<file path="src/smc_consts.svh">
// constants for the sleep-mode controller: codes, counts, bit positions
// assumes a single 250 MHz system clock and plain port control bits
//
// Contract
// - sleep only when entry permit set
// - code 000 idle stops core and flash
// - idle wakes on any enabled interrupt
// - code 001 noise mode stops peripheral clock
// - noise entry starts one conversion if enabled
// - noise mode wakes only on listed sources
// - code 010 power-down stops all generated clocks
// - power-down wakes only on listed sources
// - deep modes: external lines wake level only
// - level gone before start-up: wake, no interrupt
// - power-down wake waits the start-up delay
// - code 011 power-save keeps second timer
// - timer wake needs its mask and global
// - power-save stops unused timer clock sources
// - halt four cycles, handler, then resume
// - sleep leaves registers and memory untouched
// - reset while asleep restarts from vector
// - detector off at entry, on at wake; code keeps it off until start-up ends
// - detector off extends wake to 60us
// - detector-sleep-off one disables, resets zero
// - detector shutdown only in deep modes
// - detector-sleep-off written via timed sequence
// - codes 110/111 standby, oscillator on, six
`ifndef SMC_CONSTS_SVH
`define SMC_CONSTS_SVH
`define SMC_MODE_IDLE 3'h0
`define SMC_MODE_NOISE 3'h1
`define SMC_MODE_PDOWN 3'h2
`define SMC_MODE_PSAVE 3'h3
`define SMC_MODE_STBY 3'h6
`define SMC_MODE_XSTBY 3'h7
`define SMC_CLK_PERIOD_NS 4
`define SMC_BOD_WAKE_NS 60000
`define SMC_BOD_WAKE_CYC (`SMC_BOD_WAKE_NS / `SMC_CLK_PERIOD_NS)
`define SMC_STARTUP_CYC 16384
`define SMC_STBY_CYC 6
`define SMC_HALT_CYC 4
`define SMC_CHG_WIN_CYC 3'h4
`define SMC_NSYNC 8
`define SMC_S_PIN 2
`define SMC_S_TWI 3
`define SMC_S_WDT 4
`define SMC_S_ATMR 5
`define SMC_S_T2OVF 6
`define SMC_S_T2CMP 7
`endif

</file>
<file path="src/smc_dummy_end.sv">
// intentionally empty compile unit
`timescale 1ns/1ns
`default_nettype none
`default_nettype wire

</file>
<file path="src/smc_pkg.sv">
// types for the sleep-mode controller
// assumes the constants header is included by the design file
package smc_pkg;
    typedef enum logic [1:0] {SMC_RUN, SMC_SLEEP, SMC_START, SMC_HALT}
        smc_state_e;
    typedef logic [2:0] smc_mode_t;
    typedef logic [15:0] smc_cnt_t;
endpackage : smc_pkg

</file>
<file path="src/smc_sleep_ctrl.sv">
// sleep-mode controller: clock gating, wake selection, wake-up timing
// assumes core, converter and nvm strobes are on CLK_IN; pins are async
`timescale 1ns/1ns
`default_nettype none
`include "smc_consts.svh"
module smc_sleep_ctrl
    import smc_pkg::*;
#(
    parameter int STARTUP_CYCLES = `SMC_STARTUP_CYC, // clock restart
    parameter int BOD_WAKE_CYCLES = `SMC_BOD_WAKE_CYC // detector settle
) (
    input wire logic CLK_IN, // system clock
    input wire logic RESETN_IN, // async reset, active low
    input wire logic SLEEP_EXEC_IN, // core executes sleep, pulse
    input wire logic SLEEP_ENTRY_PERMIT_IN, // permit bit
    input wire logic [2:0] LOW_POWER_STATE_CHOICE_IN, // mode code
    input wire logic CORE_CTRL_WR_IN, // control write strobe
    input wire logic [1:0] CORE_CTRL_WDATA_IN, // {sleep_off, chg_en}
    input wire logic IRQ_PENDING_IN, // any enabled interrupt
    input wire logic [1:0] EXT_IRQ_LINE_IN, // external lines, pins
    input wire logic [1:0] EXT_IRQ_LEVEL_MODE_IN, // 1 = level trigger
    input wire logic PIN_CHANGE_IRQ_IN, // pin change, async
    input wire logic TWO_WIRE_MATCH_IN, // address match, async
    input wire logic WATCHDOG_EVENT_IN, // watchdog irq, async
    input wire logic ASYNC_TIMER_IRQ_IN, // async timer irq
    input wire logic TIMER2_OVF_IN, // second timer overflow
    input wire logic TIMER2_CMP_IN, // second timer compare
    input wire logic [1:0] TIMER2_IRQ_MASK_IN, // {cmp, ovf} enables
    input wire logic GLOBAL_IRQ_EN_IN, // global interrupt enable
    input wire logic TIMER2_ASYNC_IN, // timer on async clock
    input wire logic TIMER2_SYNC_IN, // timer on sync clock
    input wire logic CONV_ENABLED_IN, // converter enabled
    input wire logic CONV_DONE_IN, // conversion complete
    input wire logic NVM_READY_IN, // store-program/nvm ready
    output logic CORE_CLK_EN_OUT, // core clock domain
    output logic PROG_MEM_CLK_EN_OUT, // program memory clock
    output logic PERIPH_CLK_EN_OUT, // peripheral clock
    output logic CONV_CLK_EN_OUT, // converter clock
    output logic ASYNC_CLK_EN_OUT, // async timer clock
    output logic MAIN_OSC_EN_OUT, // main clock source
    output logic TIMER_OSC_EN_OUT, // timer oscillator
    output logic TIMER2_SYNC_CLK_EN_OUT, // sync clock to timer only
    output logic CONV_START_OUT, // start conversion, pulse
    output logic DETECTOR_EN_OUT, // supply drop detector on
    output logic DETECTOR_SLEEP_OFF_OUT, // stored sleep-off bit
    output logic ASLEEP_OUT, // in sleep
    output logic IRQ_SERVICE_OUT, // run handler, pulse
    output logic SLEEP_IGNORED_OUT // sleep taken as nop, pulse
);

////////////////////////////////////////////////////////////////////////
// mode decoding

    function automatic logic is_deep(input smc_mode_t m);
        is_deep = (m == `SMC_MODE_PDOWN) || (m == `SMC_MODE_PSAVE) ||
                  (m == `SMC_MODE_STBY) || (m == `SMC_MODE_XSTBY);
    endfunction : is_deep

    function automatic logic keeps_t2(input smc_mode_t m);
        keeps_t2 = (m == `SMC_MODE_PSAVE) || (m == `SMC_MODE_XSTBY);
    endfunction : keeps_t2

    function automatic logic is_valid(input smc_mode_t m);
        is_valid = (m == `SMC_MODE_IDLE) || (m == `SMC_MODE_NOISE) ||
                   is_deep(m);
    endfunction : is_valid

////////////////////////////////////////////////////////////////////////
// pin synchronisers, two flops each

    logic [`SMC_NSYNC-1:0] async_raw;
    logic [`SMC_NSYNC-1:0] sync_w;
    assign async_raw = {TIMER2_CMP_IN, TIMER2_OVF_IN, ASYNC_TIMER_IRQ_IN,
                        WATCHDOG_EVENT_IN, TWO_WIRE_MATCH_IN,
                        PIN_CHANGE_IRQ_IN, EXT_IRQ_LINE_IN};

    for (genvar i = 0; i < `SMC_NSYNC; i++) begin : g_sync
        logic meta_q;
        logic sync_q;
        // only sync_q is read; meta_q may be metastable
        always_ff @(posedge CLK_IN or negedge RESETN_IN) begin
            if (!RESETN_IN) begin
                meta_q <= 1'b0;
                sync_q <= 1'b0;
            end else begin
                meta_q <= async_raw[i];
                sync_q <= meta_q;
            end
        end
        assign sync_w[i] = sync_q;
    end

////////////////////////////////////////////////////////////////////////
// wake source selection per mode

    smc_state_e st_q, st_d;
    smc_mode_t mode_q, mode_d;
    smc_cnt_t cnt_q, cnt_d;
    logic detector_sleep_off_q, detector_sleep_off_d;
    logic irq_q, irq_d;
    logic dso_q;
    logic [2:0] win_q;

    // edge-triggered external lines never reach the deep wake terms
    wire lvl_wake = |(sync_w[1:0] & EXT_IRQ_LEVEL_MODE_IN);
    wire base_wake = lvl_wake | sync_w[`SMC_S_PIN] |
                     sync_w[`SMC_S_TWI] | sync_w[`SMC_S_WDT];
    wire t2_wake = GLOBAL_IRQ_EN_IN &
        |({sync_w[`SMC_S_T2CMP], sync_w[`SMC_S_T2OVF]} &
          TIMER2_IRQ_MASK_IN);
    wire noise_wake = base_wake | CONV_DONE_IN | NVM_READY_IN |
                      sync_w[`SMC_S_ATMR];
    wire idle_wake = IRQ_PENDING_IN | lvl_wake;
    wire deep_wake = base_wake | (keeps_t2(mode_q) & t2_wake);
    wire wake_hit = (mode_q == `SMC_MODE_IDLE) ? idle_wake :
                    (mode_q == `SMC_MODE_NOISE) ? noise_wake :
                    deep_wake;
    wire sleep_go = SLEEP_EXEC_IN & SLEEP_ENTRY_PERMIT_IN &
                    is_valid(LOW_POWER_STATE_CHOICE_IN);
    wire standby = (mode_q == `SMC_MODE_STBY) ||
                   (mode_q == `SMC_MODE_XSTBY);

    // restart wait: oscillator start-up, shorter when it kept running
    wire [15:0] osc_wait = standby ? 16'(`SMC_STBY_CYC) :
        16'(STARTUP_CYCLES);
    wire [15:0] bod_wait = 16'(BOD_WAKE_CYCLES);
    wire [15:0] wake_wait = (detector_sleep_off_q && bod_wait > osc_wait) ?
        bod_wait : osc_wait;

////////////////////////////////////////////////////////////////////////
// sequencer next state

    always_comb begin
        st_d = st_q;
        mode_d = mode_q;
        cnt_d = cnt_q;
        detector_sleep_off_d = detector_sleep_off_q;
        irq_d = irq_q;
        case (st_q)
            SMC_RUN: begin
                if (sleep_go) begin
                    st_d = SMC_SLEEP;
                    mode_d = LOW_POWER_STATE_CHOICE_IN;
                    detector_sleep_off_d = dso_q & is_deep(mode_d);
                end
            end
            SMC_SLEEP: begin
                if (wake_hit) begin
                    // pulse sources are latched unless a level wakes in the same cycle; levels re-checked later
                    irq_d = wake_hit & ~lvl_wake;
                    if (is_deep(mode_q)) begin
                        st_d = SMC_START;
                        cnt_d = wake_wait - 16'h0001;
                    end else begin
                        st_d = SMC_HALT;
                        cnt_d = 16'(`SMC_HALT_CYC - 1);
                    end
                end
            end
            SMC_START: begin
                if (cnt_q == 16'h0000) begin
                    st_d = SMC_HALT;
                    cnt_d = 16'(`SMC_HALT_CYC - 1);
                    detector_sleep_off_d = 1'b0;
                end else begin
                    cnt_d = cnt_q - 16'h0001;
                end
            end
            SMC_HALT: begin
                detector_sleep_off_d = 1'b0;
                if (cnt_q == 16'h0000) begin
                    st_d = SMC_RUN;
                    irq_d = 1'b0;
                end else begin
                    cnt_d = cnt_q - 16'h0001;
                end
            end
            default: st_d = SMC_RUN;
        endcase
    end

////////////////////////////////////////////////////////////////////////
// clock enables from the next state, so outputs track st_q

    wire nrun = (st_d == SMC_RUN);
    wire nslp = (st_d == SMC_SLEEP);
    wire nstart = (st_d == SMC_START);
    wire m_idle = (mode_d == `SMC_MODE_IDLE);
    wire m_noise = (mode_d == `SMC_MODE_NOISE);
    wire m_t2 = keeps_t2(mode_d);
    wire m_stby = (mode_d == `SMC_MODE_STBY) || (mode_d == `SMC_MODE_XSTBY);
    // core and flash only stop; no state is cleared by sleeping
    wire core_en_d = nrun;
    wire periph_en_d = nrun | (st_d == SMC_HALT) |
                       (nslp & m_idle);
    wire conv_en_d = periph_en_d | (nslp & m_noise);
    // the timer keeps only the clock that it really uses
    wire async_en_d = ~nslp | m_idle | m_noise |
                      (m_t2 & TIMER2_ASYNC_IN);
    wire main_en_d = ~nslp | m_idle | m_noise | m_stby |
                     (m_t2 & TIMER2_SYNC_IN);
    wire tosc_en_d = TIMER2_ASYNC_IN &
                     (~nslp | m_idle | m_noise | m_t2);
    wire t2sync_en_d = TIMER2_SYNC_IN & (~nslp | m_idle | m_t2);
    wire conv_go_d = (st_q == SMC_RUN) & sleep_go &
                     (LOW_POWER_STATE_CHOICE_IN == `SMC_MODE_NOISE) &
                     CONV_ENABLED_IN;
    // a level that vanished before the end wakes without an interrupt
    wire irq_go_d = (st_q == SMC_HALT) & nrun &
                    (irq_q | lvl_wake);
    wire nop_d = (st_q == SMC_RUN) & SLEEP_EXEC_IN & ~sleep_go;
    wire det_en_d = ~((nslp | nstart) & detector_sleep_off_d);

////////////////////////////////////////////////////////////////////////
// state and output registers; reset returns to run at the vector

    always_ff @(posedge CLK_IN or negedge RESETN_IN) begin
        if (!RESETN_IN) begin
            st_q <= SMC_RUN;
            mode_q <= `SMC_MODE_IDLE;
            cnt_q <= 16'h0000;
            detector_sleep_off_q <= 1'b0;
            irq_q <= 1'b0;
        end else begin
            st_q <= st_d;
            mode_q <= mode_d;
            cnt_q <= cnt_d;
            detector_sleep_off_q <= detector_sleep_off_d;
            irq_q <= irq_d;
        end
    end

    // output flops; enables reset to the running configuration
    always_ff @(posedge CLK_IN or negedge RESETN_IN) begin
        if (!RESETN_IN) begin
            {CORE_CLK_EN_OUT, PROG_MEM_CLK_EN_OUT} <= 2'h3;
            {PERIPH_CLK_EN_OUT, CONV_CLK_EN_OUT} <= 2'h3;
            {ASYNC_CLK_EN_OUT, MAIN_OSC_EN_OUT} <= 2'h3;
            {TIMER_OSC_EN_OUT, TIMER2_SYNC_CLK_EN_OUT} <= 2'h0;
            {CONV_START_OUT, DETECTOR_EN_OUT, ASLEEP_OUT} <= 3'h2;
            {IRQ_SERVICE_OUT, SLEEP_IGNORED_OUT} <= 2'h0;
        end else begin
            {CORE_CLK_EN_OUT, PROG_MEM_CLK_EN_OUT} <= {2{core_en_d}};
            {PERIPH_CLK_EN_OUT, CONV_CLK_EN_OUT} <= {periph_en_d, conv_en_d};
            {ASYNC_CLK_EN_OUT, MAIN_OSC_EN_OUT} <= {async_en_d, main_en_d};
            {TIMER_OSC_EN_OUT, TIMER2_SYNC_CLK_EN_OUT} <=
                {tosc_en_d, t2sync_en_d};
            {CONV_START_OUT, DETECTOR_EN_OUT, ASLEEP_OUT} <=
                {conv_go_d, det_en_d, nslp};
            {IRQ_SERVICE_OUT, SLEEP_IGNORED_OUT} <= {irq_go_d, nop_d};
        end
    end

////////////////////////////////////////////////////////////////////////
// detector-sleep-off bit behind a four-cycle change window

    wire open_w = CORE_CTRL_WR_IN & (CORE_CTRL_WDATA_IN == 2'h3);
    wire set_w = CORE_CTRL_WR_IN & ~CORE_CTRL_WDATA_IN[0] &
                 (win_q != 3'h0);
    // a rewrite of the enable inside the window does not extend it
    always_ff @(posedge CLK_IN or negedge RESETN_IN) begin
        if (!RESETN_IN) begin
            win_q <= 3'h0;
            dso_q <= 1'b0;
        end else if (set_w) begin
            win_q <= 3'h0;
            dso_q <= CORE_CTRL_WDATA_IN[1];
        end else if (win_q != 3'h0) begin
            win_q <= win_q - 3'h1;
        end else if (open_w) begin
            win_q <= `SMC_CHG_WIN_CYC;
        end
    end
    assign DETECTOR_SLEEP_OFF_OUT = dso_q;
endmodule : smc_sleep_ctrl
`default_nettype wire

</file>
<file path="config.mk">
export PLATFORM = sky130hd
export DESIGN_NAME = smc_sleep_ctrl
export DESIGN_NICKNAME = d
export VERILOG_FILES = /design/src/smc_dummy_end.sv /design/src/smc_pkg.sv /design/src/smc_sleep_ctrl.sv
export VERILOG_INCLUDE_DIRS = /design/src
export SDC_FILE = /design/constraint.sdc
export NUM_CORES = 1
export LEC_CHECK = 0
export BUFFER_PORTS_ARGS = -buffer_cell sky130_fd_sc_hd__buf_2
export CORE_MARGIN = 2
export CORE_UTILIZATION = 57
export CTS_CLUSTER_DIAMETER = 50
export DETAILED_ROUTE_END_ITERATION = 16
export GPL_TIMING_DRIVEN = 1
export HOLD_SLACK_MARGIN = 0.08
export PLACE_DENSITY = 0.88
export SLEW_MARGIN = 20
export SYNTH_ARGS = -nofsm -noshare
export SYNTH_HDL_FRONTEND = slang
export SYNTH_SLANG_ARGS = --single-unit
</file>
<file path="constraint.sdc">
create_clock -name CLK_IN -period 6.7 [get_ports CLK_IN]
set_input_delay 1.34 -clock CLK_IN [delete_from_list [all_inputs] [get_ports CLK_IN]]
set_output_delay 1.34 -clock CLK_IN [all_outputs]
set_load 0.02 [all_outputs]
</file>
==> results of run 1 <==
## metal layers
metal	up-vias	track usage, %	part of all wire [%]
met5	-	0	0
met4	0	9.09	1.9
met3	12	4.88	4.4
met2	62	38.4	51
met1	1046	30.1	43
li1	1070	-	-
## state kept, by name, summed over array words and instances (netlist names), 2 cells and up
name	count
cnt_q	16
g_sync.meta_q	8
g_sync.sync_q	8
mode_q	3
st_q	2
win_q	3
## where the power goes
part / switching, W / internal (W)
registers: 0.0000833 / 0.000438
logic: 0.000417 / 0.000266
clock network: 0.000102 / 0.000121
total: 0.000601 / 0.000825
## cells in the final DEF (no fill, tap or decap), types with 3 or more instances in the layout
cell type and instances:
a211oi_1 16, o31ai_1 3, clkbuf_8 6, inv_1 23, and2_1 3, mux2_2 5
nand2b_1 3, dfrtp_1 49, ha_1 8, and3_1 3, a31oi_1 8, dfstp_2 6
nor2_1 17, a21oi_1 12, o22ai_1 12, nor4_1 4, nand2_1 20, buf_2 42
mux2i_1 3, nor3_1 5, o21ai_0 10, nand3_1 9
## cells by family (layout without fill, tap and decap cells)
logic type | count (synthesis) | after routing | share of synthesized area (%)
XOR/XNOR | 1 | 1 | 0.314
AND/OR/NAND/NOR | 79 | 79 | 16.3
AO/OA/AOI/OAI | 83 | 83 | 20.5
multiplexers | 9 | 9 | 3.50
buffers and inverters | 36 | 74 | 6.19
adder cells (fa/ha/maj) | 8 | 8 | 3.59
flip-flops | 55 | 55 | 49.6
## worst max-delay path by stage
| stage | start | end | slack (ns) | cells past startpoint |
|---|---|---|---|---|
| 6_report | CONV_DONE_IN | cnt_q[0]$_DFFE_PN0P_ | 3.37 | 6 |
| 2_1_floorplan | CONV_DONE_IN | TIMER_OSC_EN_OUT$_DFF_PN0_ | 3.61 | 8 |
| 3_3_place_gp | CONV_DONE_IN | cnt_q[0]$_DFFE_PN0P_ | 3.05 | 6 |
| 4_1_cts | CONV_DONE_IN | cnt_q[0]$_DFFE_PN0P_ | 3.37 | 6 |
| 5_1_grt | CONV_DONE_IN | cnt_q[0]$_DFFE_PN0P_ | 3.23 | 6 |
| 3_5_place_dp | CONV_DONE_IN | cnt_q[0]$_DFFE_PN0P_ | 3.05 | 6 |
## worst max-delay path, cell delays in order
cell     delay (ns)
buf_2          0.10
or4b_1         0.53
a21oi_2        0.19
a21bo_1        0.50
or2_1          0.49
mux2_1         0.36
## area by class of cell
type | count | area (um2)
Clock buffer | 6 | 82.6
Clock inverter | 2 | 35.0
Fill cell | 370 | 1600
Inverter | 23 | 86.3
Multi-Input combinational cell | 180 | 1230
Sequential cell | 55 | 1380
Tap cell | 67 | 83.8
Timing Repair Buffer | 43 | 218
## stage by stage
stage               cells  total power, W  utilization, %
floorplan             271         0.00108               -
global placement      368         0.00117            63.6
detailed placement    368         0.00120            63.6
CTS                   376         0.00143            66.1
global route          376         0.00155            66.1
finish                376         0.00143            66.1
==> flow_summary.json, run 1 <==
{
  "status": "finished, final reports clean",
  "grt-ovfl-total": 0,
  "synth-edff-count": 0,
  "rsz0062_at_grt": "false",
  "gp_congestion": 0.814,
  "dieArea_um2": 5470,
  "drv_slew": 0,
  "synth_cell_types": 59,
  "postPlaceCellArea_um2": 3010,
  "netlist_area_um2": 2790,
  "synth.largest_area_cell": "dfrtp_1",
  "holdPathStages": 0,
  "synthCells": 271,
  "via_per_inst": 5.82,
  "die_w_um": 74.0,
  "synth.avg_cell_area_um2": 10.3,
  "core_um2": 4720,
  "drc": 0,
  "dr.pass1.iters": 4,
  "cts-root-buf": "clkbuf_8",
  "synth_warnings": 0,
  "worstPathArrival_ns": 3.52,
  "pin_count": 43,
  "fin_nets": 345,
  "cts.sinks": 55,
  "fin_area_um2": 3120,
  "io_buffers": 42,
  "grt_max_degree": 56,
  "setup_viol": 0,
  "cts_buffers": 5,
  "path_max_fanout": 19,
  "worst_slack_ns": 3.37,
  "ys_seq_area_share_pct": 49.6,
  "flow.area_growth_from_synthesis_pct": 11.9,
  "htree_levels": 2,
  "min_path_type": "register to register",
  "pre_cts_slack_ns": 3.05,
  "antenna_found_initial": 0,
  "antenna-diode-count": 0,
  "clock_latency_ns": 0.30,
  "hp-start": "g_sync[6].meta_q$_DFF_PN0_",
  "fin_tns_setup_ns": 0,
  "setup.worst_path.end_class": "register",
  "ir_worst_vdd_mv": 0.297,
  "ys.flop_type": "dfrtp_1",
  "reg2reg_slack_ns": 3.89,
  "wire_per_inst_um": 14.8,
  "clk_pin_slew_ns": 0.09,
  "maxSlewHeadroom_pct": 47.1,
  "ctsResizeCount": 0,
  "drtIter0Drc": 225,
  "clock.fmax_mhz": 300,
  "syn-num-nets": 308,
  "die_y_um": 74.0,
  "gr-usage-all-layers_pct": 23.2,
  "holdBufCountCts": 0,
  "synth_common_cells": "dfrtp_1 (49), inv_1 (23), nand2_1 (20)",
  "hold_viol_final": 0,
  "place.detailed.hpwl_um": 4000,
  "vias": 2190,
  "fin_crit_sh_pct": 49.8,
  "hold_ws_ns": 0.354,
  "fin_skew_ns": 0.00847,
  "reg2regPathDepth": 7,
  "ant_nets": 0,
  "drive_above_1_share_pct": 23.3,
  "grt_pass1_wl_um": 9720,
  "wirelength_um": 5550,
  "ys_ff_latch": 55,
  "worst_slew_pin_slew_ns": 0.794,
  "leakagePower_nw": 1.40,
  "cts_setup_buffers": 0,
  "crit_required_ns": 6.89,
  "cts_tree": "yes",
  "synthArstFlopShare_pct": 100,
  "fin_crit_ns": 3.33,
  "initial_core_util_pct": 59.1,
  "cap_violations": 0,
  "synthMostInstantiatedCell": "dfrtp_1",
  "startpoint_type": "input pin",
  "synth_top_cell_area_share_pct": 43.9,
  "clockBufferDepth": 2,
  "cellPowerDensity_nw_per_um2": 457,
  "r2r_start": "cnt_q[0]$_DFFE_PN0P_",
  "first_global_vias": 2194,
  "timing.rr.end": "cnt_q[0]$_DFFE_PN0P_",
  "holdPathEnd": "g_sync[6].sync_q$_DFF_PN0_",
  "worstSetupPathType": "input pin to register",
  "fp-row-count": 25,
  "yosys-top-cells-area": "dfrtp_1 (44%), dfstp_2 (5.7%), a211oi_1 (4.3%)"
}
Note: power is estimated with default switching activity, not from simulation.
==> run 2: changes to the inputs <==
--- a/config.mk
+++ b/config.mk
@@ -8,12 +8,12 @@
 export LEC_CHECK = 0
 export BUFFER_PORTS_ARGS = -buffer_cell sky130_fd_sc_hd__buf_2
 export CORE_MARGIN = 2
-export CORE_UTILIZATION = 57
+export CORE_UTILIZATION = 51
 export CTS_CLUSTER_DIAMETER = 50
 export DETAILED_ROUTE_END_ITERATION = 16
 export GPL_TIMING_DRIVEN = 1
 export HOLD_SLACK_MARGIN = 0.08
-export PLACE_DENSITY = 0.88
+export PLACE_DENSITY = 0.84
 export SLEW_MARGIN = 20
 export SYNTH_ARGS = -nofsm -noshare
 export SYNTH_HDL_FRONTEND = slang
==> constraint.sdc (replaced) <==
create_clock -name CLK_IN -period 2.9 [get_ports CLK_IN]
set_input_delay 0.58 -clock CLK_IN [delete_from_list [all_inputs] [get_ports CLK_IN]]
set_output_delay 0.58 -clock CLK_IN [all_outputs]
set_load 0.02 [all_outputs]
==> flow_summary.json, run 2 (synthesized netlist as in run 1, its figures left out) <==
{
  "reg2regPathDepth": 10,
  "clock_latency_ns": 0.31,
  "setup.worst_path.end_class": "register",
  "fin_crit_ns": 2.50,
  "vias": 2183,
  "cap_violations": 0,
  "pin_count": 43,
  "clock.fmax_mhz": 400,
  "cts_tree": "yes",
  "drv_slew": 0,
  "fillCellCount": 451,
  "regMostFlops": "cnt_q",
  "r2r_start": "cnt_q[0]$_DFFE_PN0P_",
  "cts.sinks": 55,
  "grt-ovfl-total": 0,
  "final_common_cell": "dfrtp_1",
  "dieArea_um2": 6080,
  "ir_worst_vdd_mv": 0.503,
  "fin_skew_ns": 0.00915,
  "worstSetupPathType": "register to register",
  "clk_pin_slew_ns": 0.11,
  "holdPathEnd": "g_sync[6].sync_q$_DFF_PN0_",
  "largest_reg_flops": 16,
  "dr.pass1.iters": 5,
  "die_y_um": 78.0,
  "fin_nets": 348,
  "crit_path_start": "cnt_q[0]$_DFFE_PN0P_",
  "drtIter0Drc": 150,
  "timing.rr.end": "TIMER_OSC_EN_OUT$_DFF_PN0_",
  "startpoint_type": "register",
  "fin_cells": 382,
  "fin_util_pct": 60.1,
  "grt_use_met2_pct": 32.3,
  "cellPowerDensity_nw_per_um2": 1040,
  "clockBufferDepth": 2,
  "pre_cts_slack_ns": 0.296,
  "via_per_inst": 5.71,
  "initial_core_util_pct": 53.6,
  "place.detailed.hpwl_um": 4010,
  "die_w_um": 78.0,
  "path_max_fanout": 6,
  "fin_crit_sh_pct": 86.1,
  "rsz0062_at_grt": "false",
  "drc": 0,
  "met1_usage_pct": 28.1,
  "antenna_found_initial": 0,
  "hp-start": "g_sync[6].meta_q$_DFF_PN0_",
  "cts_buffers": 5,
  "wirelength_um": 5600,
  "holdBufCountCts": 0,
  "ctsResizeCount": 0,
  "drive_above_1_share_pct": 24.0,
  "seq_area_um2": 1380,
  "core_um2": 5200,
  "dp.cells": 374,
  "gp_congestion": 0.910,
  "holdPathStages": 0,
  "worstPathArrival_ns": 2.72,
  "multi_input_area_um2": 1230,
  "worst_slack_ns": 0.402,
  "wire_per_inst_um": 14.7,
  "min_path_type": "register to register",
  "worst_slew_pin_slew_ns": 0.802,
  "grt_util_met3_pct": 4.65,
  "ant_nets": 0,
  "reg2reg_slack_ns": 0.40,
  "leakagePower_nw": 1.40,
  "flow.area_growth_from_synthesis_pct": 12.1,
  "final_cell_mix": "dfrtp_1 (49), buf_2 (42), inv_1 (23)",
  "fin_tns_setup_ns": 0,
  "crit_required_ns": 3.12,
  "gr-usage-all-layers_pct": 20.4,
  "maxSlewHeadroom_pct": 46.5,
  "hold_viol_final": 0,
  "status": "finished, final reports clean",
  "cts_setup_buffers": 0,
  "grt_pass1_wl_um": 9900,
  "fp-row-count": 26,
  "io_buffers": 42,
  "busiest_layer": "met2",
  "htree_levels": 2,
  "first_global_vias": 2121,
  "p_total_w": 0.00326,
  "cts-root-buf": "clkbuf_8",
  "antenna-diode-count": 0,
  "top_regs": "cnt_q: 16 flops, g_sync.meta_q: 8 flops, g_sync.sync_q: 8 flops",
  "setup_viol": 0,
  "grt_max_degree": 56
}
==> run 2: critical path, stage by stage (launching register included) <==
cell     delay (ns)
dfrtp_1        0.41
inv_1          0.08
ha_1           0.21
nor4b_4        0.29
nand4_2        0.21
and2_1         0.25
nor4_1         0.27
a211o_1        0.18
ha_1           0.22
nand2_1        0.09
o21a_1         0.19
==> run 2: final cells by class <==
type                    instances  share of cell area (%)
flip-flops and latches         55                    44.2
multi-input cells             180                    39.4
repair buffers                 46                    7.68
well taps                      70                    2.80
inverters                      23                    2.76
clock buffers                   5                    2.20
clock inverters                 3                   0.880
==> run 2: worst max-delay path by stage <==
stage	to	cells past startpoint
finish	TIMER_OSC_EN_OUT$_DFF_PN0_	10
detailed placement	TIMER_OSC_EN_OUT$_DFF_PN0_	9
global route	PERIPH_CLK_EN_OUT$_DFF_PN1_	10
global placement	TIMER_OSC_EN_OUT$_DFF_PN0_	9
floorplan	TIMER_OSC_EN_OUT$_DFF_PN0_	8
CTS	TIMER_OSC_EN_OUT$_DFF_PN0_	10
==> run 2: where the power goes <==
part	leakage (nW)	switching [W]	total, W	internal, W
logic	0.686	0.000950	0.00159	0.000644
clock network	0.0467	0.000268	0.000448	0.000179
registers	0.668	0.000202	0.00122	0.00101
==> run 2: per-stage QoR <==
step / area, um2 / hold WS [ns]
after floorplan: 2790 / 0.284
after global placement: 3030 / 0.332
after detailed placement: 3030 / 0.335
after CTS: 3130 / 0.351
after global routing: 3130 / 0.338
final: 3130 / 0.356
==> run 2: routing by layer <==
layer | up-vias | share of wire, %
li1 | 1068 | -
met1 | 1024 | 45
met2 | 81 | 47
met3 | 10 | 6.7
met4 | 0 | 1.3
met5 | - | 0
==> run 3: changes to the inputs <==
--- a/config.mk
+++ b/config.mk
@@ -8,12 +8,13 @@
 export LEC_CHECK = 0
 export BUFFER_PORTS_ARGS = -buffer_cell sky130_fd_sc_hd__buf_2
 export CORE_MARGIN = 2
-export CORE_UTILIZATION = 51
+export CORE_UTILIZATION = 53
+export CTS_BUF_LIST = sky130_fd_sc_hd__clkbuf_2
 export CTS_CLUSTER_DIAMETER = 50
 export DETAILED_ROUTE_END_ITERATION = 16
 export GPL_TIMING_DRIVEN = 1
 export HOLD_SLACK_MARGIN = 0.08
-export PLACE_DENSITY = 0.84
+export PLACE_DENSITY = 0.86
 export SLEW_MARGIN = 20
 export SYNTH_ARGS = -nofsm -noshare
 export SYNTH_HDL_FRONTEND = slang
==> flow_summary.json, run 3 (synthesized netlist as in run 1, its figures left out) <==
{
  "status": "finished, final reports clean",
  "fin_crit_sh_pct": 87.0,
  "crit_chain": "inv_1 > ha_1 > nor4b_4 > nand4_2 > and2_1 > nor4_1 > a211o_1 > ha_1 > nand2_1 > o21a_1",
  "internal_power_w": 0.00172,
  "ctsResizeCount": 0,
  "gp_congestion": 0.941,
  "final_cell_mix": "dfrtp_1 (49), buf_2 (42), inv_1 (23)",
  "setup_viol": 0,
  "pin_count": 43,
  "die_w_um": 76.6,
  "flow.area_growth_from_synthesis_pct": 10.7,
  "clk_pin_slew_ns": 0.28,
  "path_max_fanout": 6,
  "drtIter0Drc": 226,
  "crit_required_ns": 3.28,
  "startpoint_type": "register",
  "drive_above_1_share_pct": 24.0,
  "gr-usage-all-layers_pct": 21.1,
  "wl_met1_um": 2510,
  "wire_per_inst_um": 15.1,
  "hold_viol_final": 0,
  "grt_pass1_wl_um": 10000,
  "final_common_cell": "dfrtp_1",
  "grt-ovfl-total": 0,
  "top_regs": "cnt_q: 16 flops, g_sync.meta_q: 8 flops, g_sync.sync_q: 8 flops",
  "wirelength_um": 5780,
  "fin_area_um2": 3090,
  "leakagePower_nw": 1.39,
  "fillCellCount": 419,
  "clock_latency_ns": 0.45,
  "p_seq_share_pct": 38.6,
  "switching_share_pct": 45.3,
  "maxSlewHeadroom_pct": 49.4,
  "worst_slew_pin_slew_ns": 0.759,
  "clock.fmax_mhz": 396,
  "cts.sinks": 55,
  "initial_core_util_pct": 54.6,
  "switching_power_w": 0.00142,
  "path_delay_family": "simple AND/OR/NAND/NOR gates",
  "regMostFlops": "cnt_q",
  "antenna-diode-count": 0,
  "worstPathArrival_ns": 2.90,
  "via_per_inst": 5.82,
  "fin_crit_ns": 2.52,
  "die_y_um": 76.6,
  "cts_buffers": 5,
  "cellPowerDensity_nw_per_um2": 1020,
  "slowest_delay_ns": 0.47,
  "power_frac_clock_pct": 10.0,
  "p_total_w": 0.00315,
  "rsz0062_at_grt": "false",
  "fin_nets": 349,
  "dieArea_um2": 5860,
  "vias": 2230,
  "dr.pass1.iters": 4,
  "ant_nets": 0,
  "top_signal_layer_used": "met4",
  "place.detailed.hpwl_um": 4240,
  "core_um2": 5110,
  "dr_wl_met2_um": 2800,
  "cts-root-buf": "clkbuf_2",
  "ir_worst_vdd_mv": 0.575,
  "largest_reg_flops": 16,
  "cp_slowest_cell": "dfrtp_1",
  "grt_max_degree": 44,
  "worstSetupPathType": "register to register",
  "cpMostUsedCell": "ha_1",
  "comb_power_share_pct": 51.4,
  "crit_buf_inv": 1,
  "min_path_type": "input pin to register",
  "wl_met3_um": 383,
  "cts_tree": "yes",
  "drc": 0,
  "io_buffers": 42,
  "clockBufferDepth": 2,
  "fin_skew_ns": 0.0196,
  "first_global_vias": 2226,
  "antenna_found_initial": 0,
  "setup.worst_path.end_class": "register",
  "fin_tns_setup_ns": 0,
  "fp-row-count": 26,
  "drv_slew": 0,
  "cap_violations": 0,
  "htree_levels": 2,
  "hold_ws_ns": 0.210,
  "postPlaceCellArea_um2": 3030
}
## run 3: through the flow
stage          setup slack (ns)  instances  utilization, %
4_1_cts                   0.385        383            60.5
5_1_grt                   0.104        383            60.5
3_3_place_gp              0.365        374            59.4
6_report                  0.377        383            60.5
2_1_floorplan             0.574        271               -
3_5_place_dp              0.302        374            59.4
## run 3: final timing paths
path | to | start | slack (ns) | cells past startpoint
worst max-delay path | TIMER_OSC_EN_OUT$_DFF_PN0_ | cnt_q[0]$_DFFE_PN0P_ | 0.38 | 10
worst min-delay path | g_sync[7].meta_q$_DFF_PN0_ | TIMER2_CMP_IN | 0.21 | 1
worst max register to register | TIMER_OSC_EN_OUT$_DFF_PN0_ | cnt_q[0]$_DFFE_PN0P_ | 0.38 | 10
worst min register to register | g_sync[3].sync_q$_DFF_PN0_ | g_sync[3].meta_q$_DFF_PN0_ | 0.39 | 0
max in group asynchronous | DETECTOR_EN_OUT$_DFF_PN1_ | RESETN_IN | 1.57 | 3
min in group asynchronous | cnt_q[4]$_DFFE_PN0P_ | RESETN_IN | 0.49 | 2
## run 3: repair_timing
item | CTS | global route
endpoints found under the hold margin | 11 | 0
buffers inserted | 0 | 0
endpoints found under the setup margin | 0 | 0
hold buffers | 1 | 0
## run 3: power groups by stage
stage	combinational [W]	sequential (W)	clock [W]
floorplan	0.00124	0.00125	0
global placement	0.00155	0.00121	0
detailed placement	0.00161	0.00122	0
CTS	0.00161	0.00121	0.000327
global route	0.00181	0.00124	0.000355
finish	0.00162	0.00121	0.000316
## run 3: area by class of cell
cell class	count	area, um2	area share (%)
sequential	55	1380	44.8
multi-input combinational	180	1230	39.9
timing repair buffer	47	250	8.10
tap	70	87.6	2.84
inverter	23	86.3	2.79
clock buffer	5	25.0	0.810
clock inverter	3	22.5	0.729
## run 3: per-layer routing
metal | up-vias | GRT usage [%]
li1 | 1069 | -
met1 | 1067 | 26.7
met2 | 83 | 35.7
met3 | 11 | 5.69
met4 | 0 | 6.36
met5 | - | 0
